<file path="src/rtl/dpram_port_defines.vh">
// timing counts, addresses and codes for the dual-port ram port controller
`ifndef DPRAM_PORT_DEFINES_VH
`define DPRAM_PORT_DEFINES_VH
`define ADDR_W          15
`define DATA_W          16
`define MAIL_LEFT_ADDR  15'h7FFE
`define MAIL_RIGHT_ADDR 15'h7FFF
`define SEM_COUNT       8
`define SEM_REQUEST     16'h0000
`define SEM_RELEASE     16'h0001
`define SETUP_NS        40
`define STROBE_NS       40
`define HOLD_NS         16
`define CLK_MHZ         125
`define SETUP_CYC       ((`SETUP_NS * `CLK_MHZ + 999) / 1000)
`define STROBE_CYC      ((`STROBE_NS * `CLK_MHZ + 999) / 1000)
`define HOLD_CYC        ((`HOLD_NS * `CLK_MHZ + 999) / 1000)
`define OP_READ         2'h0
`define OP_WRITE        2'h1
`define OP_SEM_TAKE     2'h2
`define OP_SEM_FREE     2'h3
`endif

</file>
<file path="src/rtl/pin_sync.v">
// three-stage synchroniser for one pin, change taken when stages two and three agree
`timescale 1ns/1ps
module pin_sync #(
  parameter RESET_VAL = 1'b1
) (
  input  wire core_clk,
  input  wire rst,
  input  wire pinIn,
  output reg  pinOut
);
  reg stage1;
  reg stage2;
  reg stage3;
  always @(posedge core_clk or posedge rst) begin
    if (rst) begin
      stage1 <= RESET_VAL;
      stage2 <= RESET_VAL;
      stage3 <= RESET_VAL;
      pinOut <= RESET_VAL;
    end else begin
      stage1 <= pinIn;
      stage2 <= stage1;
      stage3 <= stage2;
      if (stage2 == stage3) begin
        pinOut <= stage3;
      end
    end
  end
endmodule

</file>
<file path="src/rtl/dpram_port_ctrl.v">
// host-side controller for one port of the dual-port ram: array, mailbox, semaphore
`timescale 1ns/1ps
`include "dpram_port_defines.vh"
module dpram_port_ctrl #(
  parameter IS_LEFT    = 1,
  parameter SETUP_CYC  = `SETUP_CYC,
  parameter STROBE_CYC = `STROBE_CYC,
  parameter HOLD_CYC   = `HOLD_CYC
) (
  input  wire                core_clk,
  input  wire                rst,
  input  wire                reqValid,
  output wire                reqReady,
  input  wire [1:0]          reqOp,
  input  wire [`ADDR_W-1:0]  reqAddr,
  input  wire [`DATA_W-1:0]  reqData,
  output reg                 rspValid,
  output reg  [`DATA_W-1:0]  rspData,
  output reg                 rspBusy,
  output reg                 semOwned,
  output reg                 mailboxPending,
  output reg  [`ADDR_W-1:0]  addrPin,
  output reg                 arraySelectN,
  output reg                 tokenSpaceSelectN,
  output reg                 readWriteN,
  output reg                 outputDriveN,
  input  wire [`DATA_W-1:0]  dataPinIn,
  output reg  [`DATA_W-1:0]  dataPinOut,
  output reg                 dataPinOe,
  input  wire                busyPinN,
  input  wire                mailboxFlagPinN
);
  localparam ST_IDLE   = 3'h0;
  localparam ST_SETUP  = 3'h1;
  localparam ST_STROBE = 3'h2;
  localparam ST_HOLD   = 3'h3;
  localparam ST_VERIFY = 3'h4;
  localparam CNT_W     = 8;
  localparam [`ADDR_W-1:0] OWN_MAIL = IS_LEFT ? `MAIL_LEFT_ADDR : `MAIL_RIGHT_ADDR;

  reg  [2:0]         state;
  reg  [CNT_W-1:0]   count;
  reg  [1:0]         op;
  reg                verifyPhase;
  reg                busySeen;
  wire               busySync;
  wire               flagSync;
  wire               isWrite;

  // busy pin is only ever an input here: the array is wired with a single master
  pin_sync #(.RESET_VAL(1'b1)) syncBusy (
    .core_clk (core_clk),
    .rst      (rst),
    .pinIn    (busyPinN),
    .pinOut   (busySync)
  );
  pin_sync #(.RESET_VAL(1'b1)) syncFlag (
    .core_clk (core_clk),
    .rst      (rst),
    .pinIn    (mailboxFlagPinN),
    .pinOut   (flagSync)
  );

  assign reqReady = (state == ST_IDLE);
  assign isWrite  = (op != `OP_READ) && !verifyPhase;

  always @(posedge core_clk or posedge rst) begin
    if (rst) begin
      state             <= ST_IDLE;
      count             <= 8'h00;
      op                <= 2'h0;
      verifyPhase       <= 1'b0;
      busySeen          <= 1'b0;
      rspValid          <= 1'b0;
      rspData           <= 16'h0000;
      rspBusy           <= 1'b0;
      semOwned          <= 1'b0;
      mailboxPending    <= 1'b0;
      addrPin           <= 15'h0000;
      arraySelectN      <= 1'b1;
      tokenSpaceSelectN <= 1'b1;
      readWriteN        <= 1'b1;
      outputDriveN      <= 1'b1;
      dataPinOut        <= 16'h0000;
      dataPinOe         <= 1'b0;
    end else begin
      rspValid       <= 1'b0;
      mailboxPending <= !flagSync;
      case (state)
        ST_IDLE: begin
          // both selects high keeps the device port in standby between accesses
          arraySelectN      <= 1'b1;
          tokenSpaceSelectN <= 1'b1;
          readWriteN        <= 1'b1;
          outputDriveN      <= 1'b1;
          dataPinOe         <= 1'b0;
          if (reqValid) begin
            op          <= reqOp;
            verifyPhase <= 1'b0;
            busySeen    <= 1'b0;
            count       <= 8'h00;
            state       <= ST_SETUP;
            if (reqOp[1]) begin
              // only A0-A2 matter to the token space; data bit zero carries the value
              addrPin           <= {12'h000, reqAddr[2:0]};
              tokenSpaceSelectN <= 1'b0;
              dataPinOut        <= (reqOp == `OP_SEM_TAKE) ? `SEM_REQUEST : `SEM_RELEASE;
            end else begin
              addrPin      <= reqAddr;
              arraySelectN <= 1'b0;
              dataPinOut   <= reqData;
            end
          end
        end
        ST_SETUP: begin
          // address and select held steady so a master's busy settles before the strobe
          count <= count + 8'h01;
          if (count == SETUP_CYC[CNT_W-1:0] - 8'h01) begin
            count        <= 8'h00;
            state        <= ST_STROBE;
            readWriteN   <= !isWrite;
            dataPinOe    <= isWrite;
            outputDriveN <= isWrite;
          end
        end
        ST_STROBE: begin
          count <= count + 8'h01;
          // a low busy means the device gated this write; report it, do not retry
          if (!busySync && tokenSpaceSelectN) begin
            busySeen <= 1'b1;
          end
          if (count == STROBE_CYC[CNT_W-1:0] - 8'h01) begin
            count        <= 8'h00;
            state        <= ST_HOLD;
            readWriteN   <= 1'b1;
            outputDriveN <= 1'b1;
            // semaphore read is replicated on all bits; bit zero low means owned
            rspData      <= dataPinIn;
          end
        end
        ST_HOLD: begin
          count        <= count + 8'h01;
          dataPinOe    <= 1'b0;
          // dropping the selects reopens the token-space latch for a fresh read
          arraySelectN      <= 1'b1;
          tokenSpaceSelectN <= 1'b1;
          if (count == HOLD_CYC[CNT_W-1:0] - 8'h01) begin
            count <= 8'h00;
            if (op == `OP_SEM_TAKE && !verifyPhase) begin
              // write then read back, never the reverse, to avoid a contention gap
              verifyPhase       <= 1'b1;
              tokenSpaceSelectN <= 1'b0;
              state             <= ST_SETUP;
            end else begin
              state <= ST_VERIFY;
            end
          end
        end
        ST_VERIFY: begin
          rspValid <= 1'b1;
          rspBusy  <= busySeen;
          if (op == `OP_SEM_TAKE) begin
            // a failed take leaves the request pending; caller must re-read or free
            semOwned <= !rspData[0];
          end else if (op == `OP_SEM_FREE) begin
            semOwned <= 1'b0;
          end
          if (op == `OP_READ && addrPin == OWN_MAIL) begin
            mailboxPending <= 1'b0;
          end
          state <= ST_IDLE;
        end
        default: begin
          state <= ST_IDLE;
        end
      endcase
    end
  end
endmodule

</file>
<file path="config.mk">
export PLATFORM = sky130hd
export DESIGN_NAME = dpram_port_ctrl
export DESIGN_NICKNAME = d
export VERILOG_FILES = /design/src/rtl/pin_sync.v /design/src/rtl/dpram_port_ctrl.v
export VERILOG_INCLUDE_DIRS = /design/src /design/src/rtl
export SDC_FILE = /design/constraint.sdc
export NUM_CORES = 1
export LEC_CHECK = 0
export BUFFER_PORTS_ARGS = -buffer_cell sky130_fd_sc_hd__buf_4
export CORE_ASPECT_RATIO = 1.25
export CORE_MARGIN = 2
export CORE_UTILIZATION = 54
export CTS_BUF_LIST = sky130_fd_sc_hd__clkbuf_16
export DETAILED_ROUTE_END_ITERATION = 7
export PLACE_DENSITY = 0.84
export SYNTH_ARGS = -nofsm -noshare
export SYNTH_HDL_FRONTEND = slang
export SYNTH_SLANG_ARGS = --single-unit
</file>
<file path="constraint.sdc">
create_clock -name core_clk -period 8.7 [get_ports core_clk]
set_input_delay 2.61 -clock core_clk [delete_from_list [all_inputs] [get_ports core_clk]]
set_output_delay 2.61 -clock core_clk [all_outputs]
set_load 0.05 [all_outputs]
</file>
; Word level (Yosys, flattened, before mapping)
; Index checks and enable logic that the tools add are counted.
[totals]
inputBits = 54
register_bits = 79
romBits = 0
elab_cells = 111
ramBits = 0
out_inout_bits = 57
memories = 0
latchBits = 0
[op_classes]
reduce_logical = 29
mul = 0
addsub = 1
n_shift = 0
n_div = 0
n_mux = 38
magnitude_cmp = 0
eq_ne = 18
bitwise = 0
[ops]
columns = operator, n
row1 = $mux 8, 3
row2 = $pmux 8 s3, 1
row3 = $mux 1, 19
row4 = $mux 16, 1
row5 = $eq 15x15->1 const B, 1
row6 = $mux 15, 1
row7 = $mux 3, 5
row8 = $ne 2x2->1 const B, 6
row9 = $pmux 3 s4, 1
row10 = $pmux 1 s2, 5
row11 = $reduce_and 2->1, 5
row12 = $reduce_bool 2->1, 5
row13 = $add 8x1->8 const B, 1
row14 = $eq 8x1->1 const B, 1
row15 = $eq 8x3->1 const B, 1
row16 = $reduce_and 4->1, 2
row17 = $eq 2x2->1 const B, 3
row18 = $eq 3x2->1 const B, 2
row19 = $pmux 1 s3, 2
row20 = $reduce_and 3->1, 2
row21 = $reduce_bool 3->1, 2
row22 = $logic_not 1->1, 5
row23 = $logic_and 1x1->1, 4
row24 = $reduce_or 2->1, 2
row25 = other kinds (5), 6

; Longest topological paths before layout
[depth]
depth_word = 5
ltp_mapped = 7
ltp_nobuf = 6

; Cells and area by module
; Synthesis repeated with hierarchy kept, for this count alone.
[unflattened]
hier_cells = 322
area_unflattened_um2 = 3488.3
[by_module_without_submodules]
columns = mod, seq_area_each_um2, cells_each, n_inst, area_each_um2
row1 = dpram_port_ctrl, 1781.7, 310, 1, 3248.1
row2 = pin_sync, 105.1, 6, 2, 120.1

; Worst setup path before layout
; Ideal clock, no wire load.
[synth_path]
kind = register to output
start = register state[1]
end = output port reqReady
path_slack_ns = 4.363
required_ns = 6.090
arrival_ns = 1.727
stages_incl_launch_ff = 2
n_path_buf = 0
cell_sequence = dfrtp_1 nor3_1
[synth_via]
elab_chain_cells = 1
[synth_rtl]
columns = element, line
row1 = start: declaration, dpram_port_ctrl.v:41  ; reg [2:0] state;
row2 = start signal: assignment, dpram_port_ctrl.v:69  ; state <= ST_IDLE;
row3 = start signal: assignment, dpram_port_ctrl.v:102  ; state <= ST_SETUP;
row4 = start signal: assignment, dpram_port_ctrl.v:120  ; state <= ST_STROBE;
row5 = $logic_not 3->1, dpram_port_ctrl.v:64  ; assign reqReady = (state == ST_IDLE);
row6 = end: declaration, dpram_port_ctrl.v:13  ; output wire reqReady,
; Every way passes these cells.

; Worst setup path in the final report
; Ends and elaborated chain as after synthesis.

==> summary.json <==
{
  "final_min_period_over_clock_period_pct": 52.07,
  "sequential_area_share_after_synthesis_pct": 57.70,
  "synth.lib_cells_used.distinct": 52,
  "ys.flop_type": "sky130_fd_sc_hd__dfrtp_1",
  "synth_top_cells_by_area": "sky130_fd_sc_hd__dfrtp_1 (49%), sky130_fd_sc_hd__dfstp_2 (9.1%), sky130_fd_sc_hd__mux2_2 (6.9%)",
  "pwr-share-clk_pct": 18.9,
  "dr.max_layer_used": "met4",
  "maxCapViolations": 0,
  "postLayoutCoreUtil_pct": 74.72,
  "yosys.area_share.simple_pct": 19.06,
  "cts_setup_buffers": 0,
  "ff2ff_setup_slack_ps": 6090,
  "synth-edff-count": 0,
  "synthToLayoutAreaGrowth_pct": 33.45,
  "crit_path_max_fanout": 16,
  "final_global_route_overflow_total": 0,
  "skew_ps": 5.242,
  "die_area_um2": 7052,
  "grt_pass1_vias": 2643,
  "synth_cells": 312,
  "synth_compound_area_share_pct": 11.02,
  "hold-path-cell-count": 0,
  "placementRows": 32,
  "wire_length_of_the_first_global_routing_pass_mm": 12.34,
  "drt_iter0_markers": 162,
  "holdBufCountCts": 0,
  "worstReg2RegStart": "state[1]",
  "hp-class": "reg2reg",
  "post_synth_xor_area_fraction_pct": 0.2537,
  "p_leak_nw": 2.140,
  "gpl.final_weighted_congestion": 0.8540,
  "groute.usage.overall_pct": 23.28,
  "coreArea_um2": 6166,
  "post_cts_resized": 0,
  "ff2ff_path_depth": 3,
  "setup.worst_path.class": "reg2out",
  "detailroute.wirelength.met2_mm": 4.167,
  "clock_tree.buffer_depth": 2,
  "min-delay-start": "syncBusy.stage1",
  "detail_route.first_pass.iterations": 5,
  "switching_power_w": 0.0008673,
  "setup_repair_after_global_routing_missed_its_margin": "no",
  "crit_required_ps": 6090,
  "ir_drop_v": 0.0002073,
  "fin_total_pwr_w": 0.001859,
  "wl_mm": 7.759,
  "min_to": "syncBusy.stage2",
  "chipWidth_um": 75.52,
  "post_synth_mux_area_share_pct": 7.430,
  "r2r_end": "addrPin[1]",
  "wl_per_cell_um": 15.30,
  "critical_path_arrival_ps": 1920,
  "hold_viol": 0,
  "dr_total_vias": 2700,
  "critPathCaptureType": "output pin",
  "cts_root_buffer": "sky130_fd_sc_hd__clkbuf_16",
  "max-slew-margin-rel_pct": 34.80,
  "clock_tree_from_tritoncts": "done",
  "chipHeight_um": 93.39,
  "synth_area_um2": 3452,
  "synth.avg_cell_area_um2": 11.06,
  "p_comb_share_pct": 47.7,
  "synth_commonest_cells": "sky130_fd_sc_hd__dfrtp_1 (67), sky130_fd_sc_hd__nand2_1 (42), sky130_fd_sc_hd__o21ai_0 (34)",
  "power.internal_w": 0.0009919,
  "io_pins": 111,
  "synth_most_common_cell": "sky130_fd_sc_hd__dfrtp_1",
  "outcome": "finished, final reports clean",
  "placement.io_buffers": 110,
  "antenna_found_initial": 0,
  "grt_max_degree": 80,
  "clock_edge_transition_at_the_registers_on_the_reported_setup_and_hold_paths_ps": 60,
  "drive_above_1_share_pct": 40.52,
  "synth_top_family_by_area": "simple AND/OR/NAND/NOR gates",
  "cp-start-kind": "flop",
  "yosys_warnings": 0,
  "drv_slew": 0,
  "drc": 0,
  "net_count_after_synthesis": 369,
  "htree_num_levels": 3,
  "cts_inserted_buffers": 9,
  "power.density_nw_per_um2": 403.6,
  "num_antenna_cells": 0,
  "synth.ff_latch_count": 79,
  "met3_length_um": 400,
  "post_synth_fa_ha_maj_area_fraction_pct": 1.667,
  "power_switching_share_pct": 46.65,
  "layout.nets": 474,
  "setup_total_negative_slack_ps": 0,
  "maxClockFrequency_mhz": 220.7,
  "worstSkewPairLatency_ps": 340,
  "detailed_route_vias_per_instance": 5.325,
  "synth_top_cell_by_area": "sky130_fd_sc_hd__dfrtp_1",
  "asyncSetResetFlopFracSynth_pct": 100.0,
  "yosys.area.top_type_share_pct": 48.57,
  "setup_violations": 0,
  "initial_core_util_pct": 55.99,
  "detail_route.wirelength.met1_mm": 3.027,
  "period_minus_slack_ps": 4530,
  "share_seq_of_total_power_pct": 33.4,
  "worst-slew-pin-transition_ps": 977.9,
  "antenna_left": 0,
  "detailed_place_hpwl_mm": 5.390,
  "tritoncts_num_sinks": 79
}
[registers in the layout, summed over array words and instances, names as in the netlist, 2 cells and up]
register / count
count: 8
addrPin: 15
dataPinOut: 16
op: 2
state: 3
rspData: 16
[how the worst max path moves through the flow]
stage,slack (ps),depth (start not counted),end,startpoint
CTS,4230,2,reqReady,state[1]
global route,4100,2,reqReady,state[1]
detailed placement,4600,2,reqReady,state[1]
floorplan,4090,1,addrPin[0],rst
global placement,4660,2,reqReady,state[1]
finish,4170,2,reqReady,state[1]
[area by class of cell]
| type | instances | area [µm²] |
|---|---|---|
| Sequential cell | 79 | 1992 |
| Fill cell | 447 | 1559 |
| Multi-Input combinational cell | 209 | 1364 |
| Timing Repair Buffer | 111 | 833.3 |
| Clock buffer | 9 | 225.2 |
| Tap cell | 85 | 106.4 |
| Clock inverter | 7 | 58.81 |
| Inverter | 7 | 27.53 |
[kinds of logic (layout without fill, tap and decap cells)]
group                      after synthesis  count (layout)
adders and majority gates                5               5
muxes                                   23              23
buffers and inverters                   24             134
and+or+nand+nor                        121             121
xor gates and xnor gates                 1               1
DFF                                     79              79
AOI/OAI and AO/OA                       59              59
[per-stage QoR]
step           hold slack (ps)  cells  worst slack, ps  cell area [µm²]
6_report                 356.7    507             4170             4607
5_1_grt                  364.8    507             4104             4607
4_1_cts                  356.9    507             4233             4607
3_5_place_dp             347.8    491             4603             4323
3_3_place_gp             346.8    491             4664             4323
2_1_floorplan            345.2    312             4086             3452
[worst max-delay path, stage by stage (launching register included)]
cell	delay (ps)
sky130_fd_sc_hd__dfrtp_1	550
sky130_fd_sc_hd__nor3_1	710
sky130_fd_sc_hd__buf_4	330
[layout by cell type (no fill, tap or decap), types with 2 or more instances in the layout]
| master | count |
|---|---|
| sky130_fd_sc_hd__nand3_1 | 7 |
| sky130_fd_sc_hd__or4_1 | 2 |
| sky130_fd_sc_hd__mux2i_1 | 2 |
| sky130_fd_sc_hd__o21a_1 | 2 |
| sky130_fd_sc_hd__nand2_1 | 41 |
| sky130_fd_sc_hd__nor2b_1 | 3 |
| sky130_fd_sc_hd__nand4_1 | 3 |
| sky130_fd_sc_hd__dfstp_2 | 12 |
| sky130_fd_sc_hd__nand2b_1 | 29 |
| sky130_fd_sc_hd__nor4_1 | 2 |
| sky130_fd_sc_hd__a211oi_1 | 2 |
| sky130_fd_sc_hd__clkbuf_16 | 9 |
| sky130_fd_sc_hd__o41ai_1 | 2 |
| sky130_fd_sc_hd__ha_1 | 3 |
| sky130_fd_sc_hd__inv_1 | 6 |
| sky130_fd_sc_hd__a31oi_1 | 3 |
| sky130_fd_sc_hd__maj3_1 | 2 |
| sky130_fd_sc_hd__buf_4 | 111 |
| sky130_fd_sc_hd__nor4b_1 | 2 |
| sky130_fd_sc_hd__o21ai_0 | 34 |
| sky130_fd_sc_hd__clkinv_4 | 4 |
| sky130_fd_sc_hd__clkinv_2 | 2 |
| sky130_fd_sc_hd__dfrtp_1 | 67 |
| sky130_fd_sc_hd__mux2_2 | 21 |
| sky130_fd_sc_hd__a221o_1 | 2 |
| sky130_fd_sc_hd__a22o_1 | 2 |
| sky130_fd_sc_hd__nor3_1 | 5 |
| sky130_fd_sc_hd__o211ai_1 | 2 |
| sky130_fd_sc_hd__nor2_1 | 10 |
| sky130_fd_sc_hd__nand3b_1 | 4 |
[power groups by stage]
stage,clock (W),combinational [W],sequential (W)
floorplan,0,0.000290,0.000953
global placement,0,0.000870,0.000615
detailed placement,0,0.000888,0.000623
CTS,0.000356,0.000893,0.000618
global route,0.000372,0.000938,0.000638
finish,0.000351,0.000888,0.000620
[metal layers]
layer	up-vias	track usage, %
li1	1304	-
met1	1294	28.70
met2	87	38.33
met3	15	4.526
met4	0	11.40
met5	-	0
(Power assumes the default switching activity.)
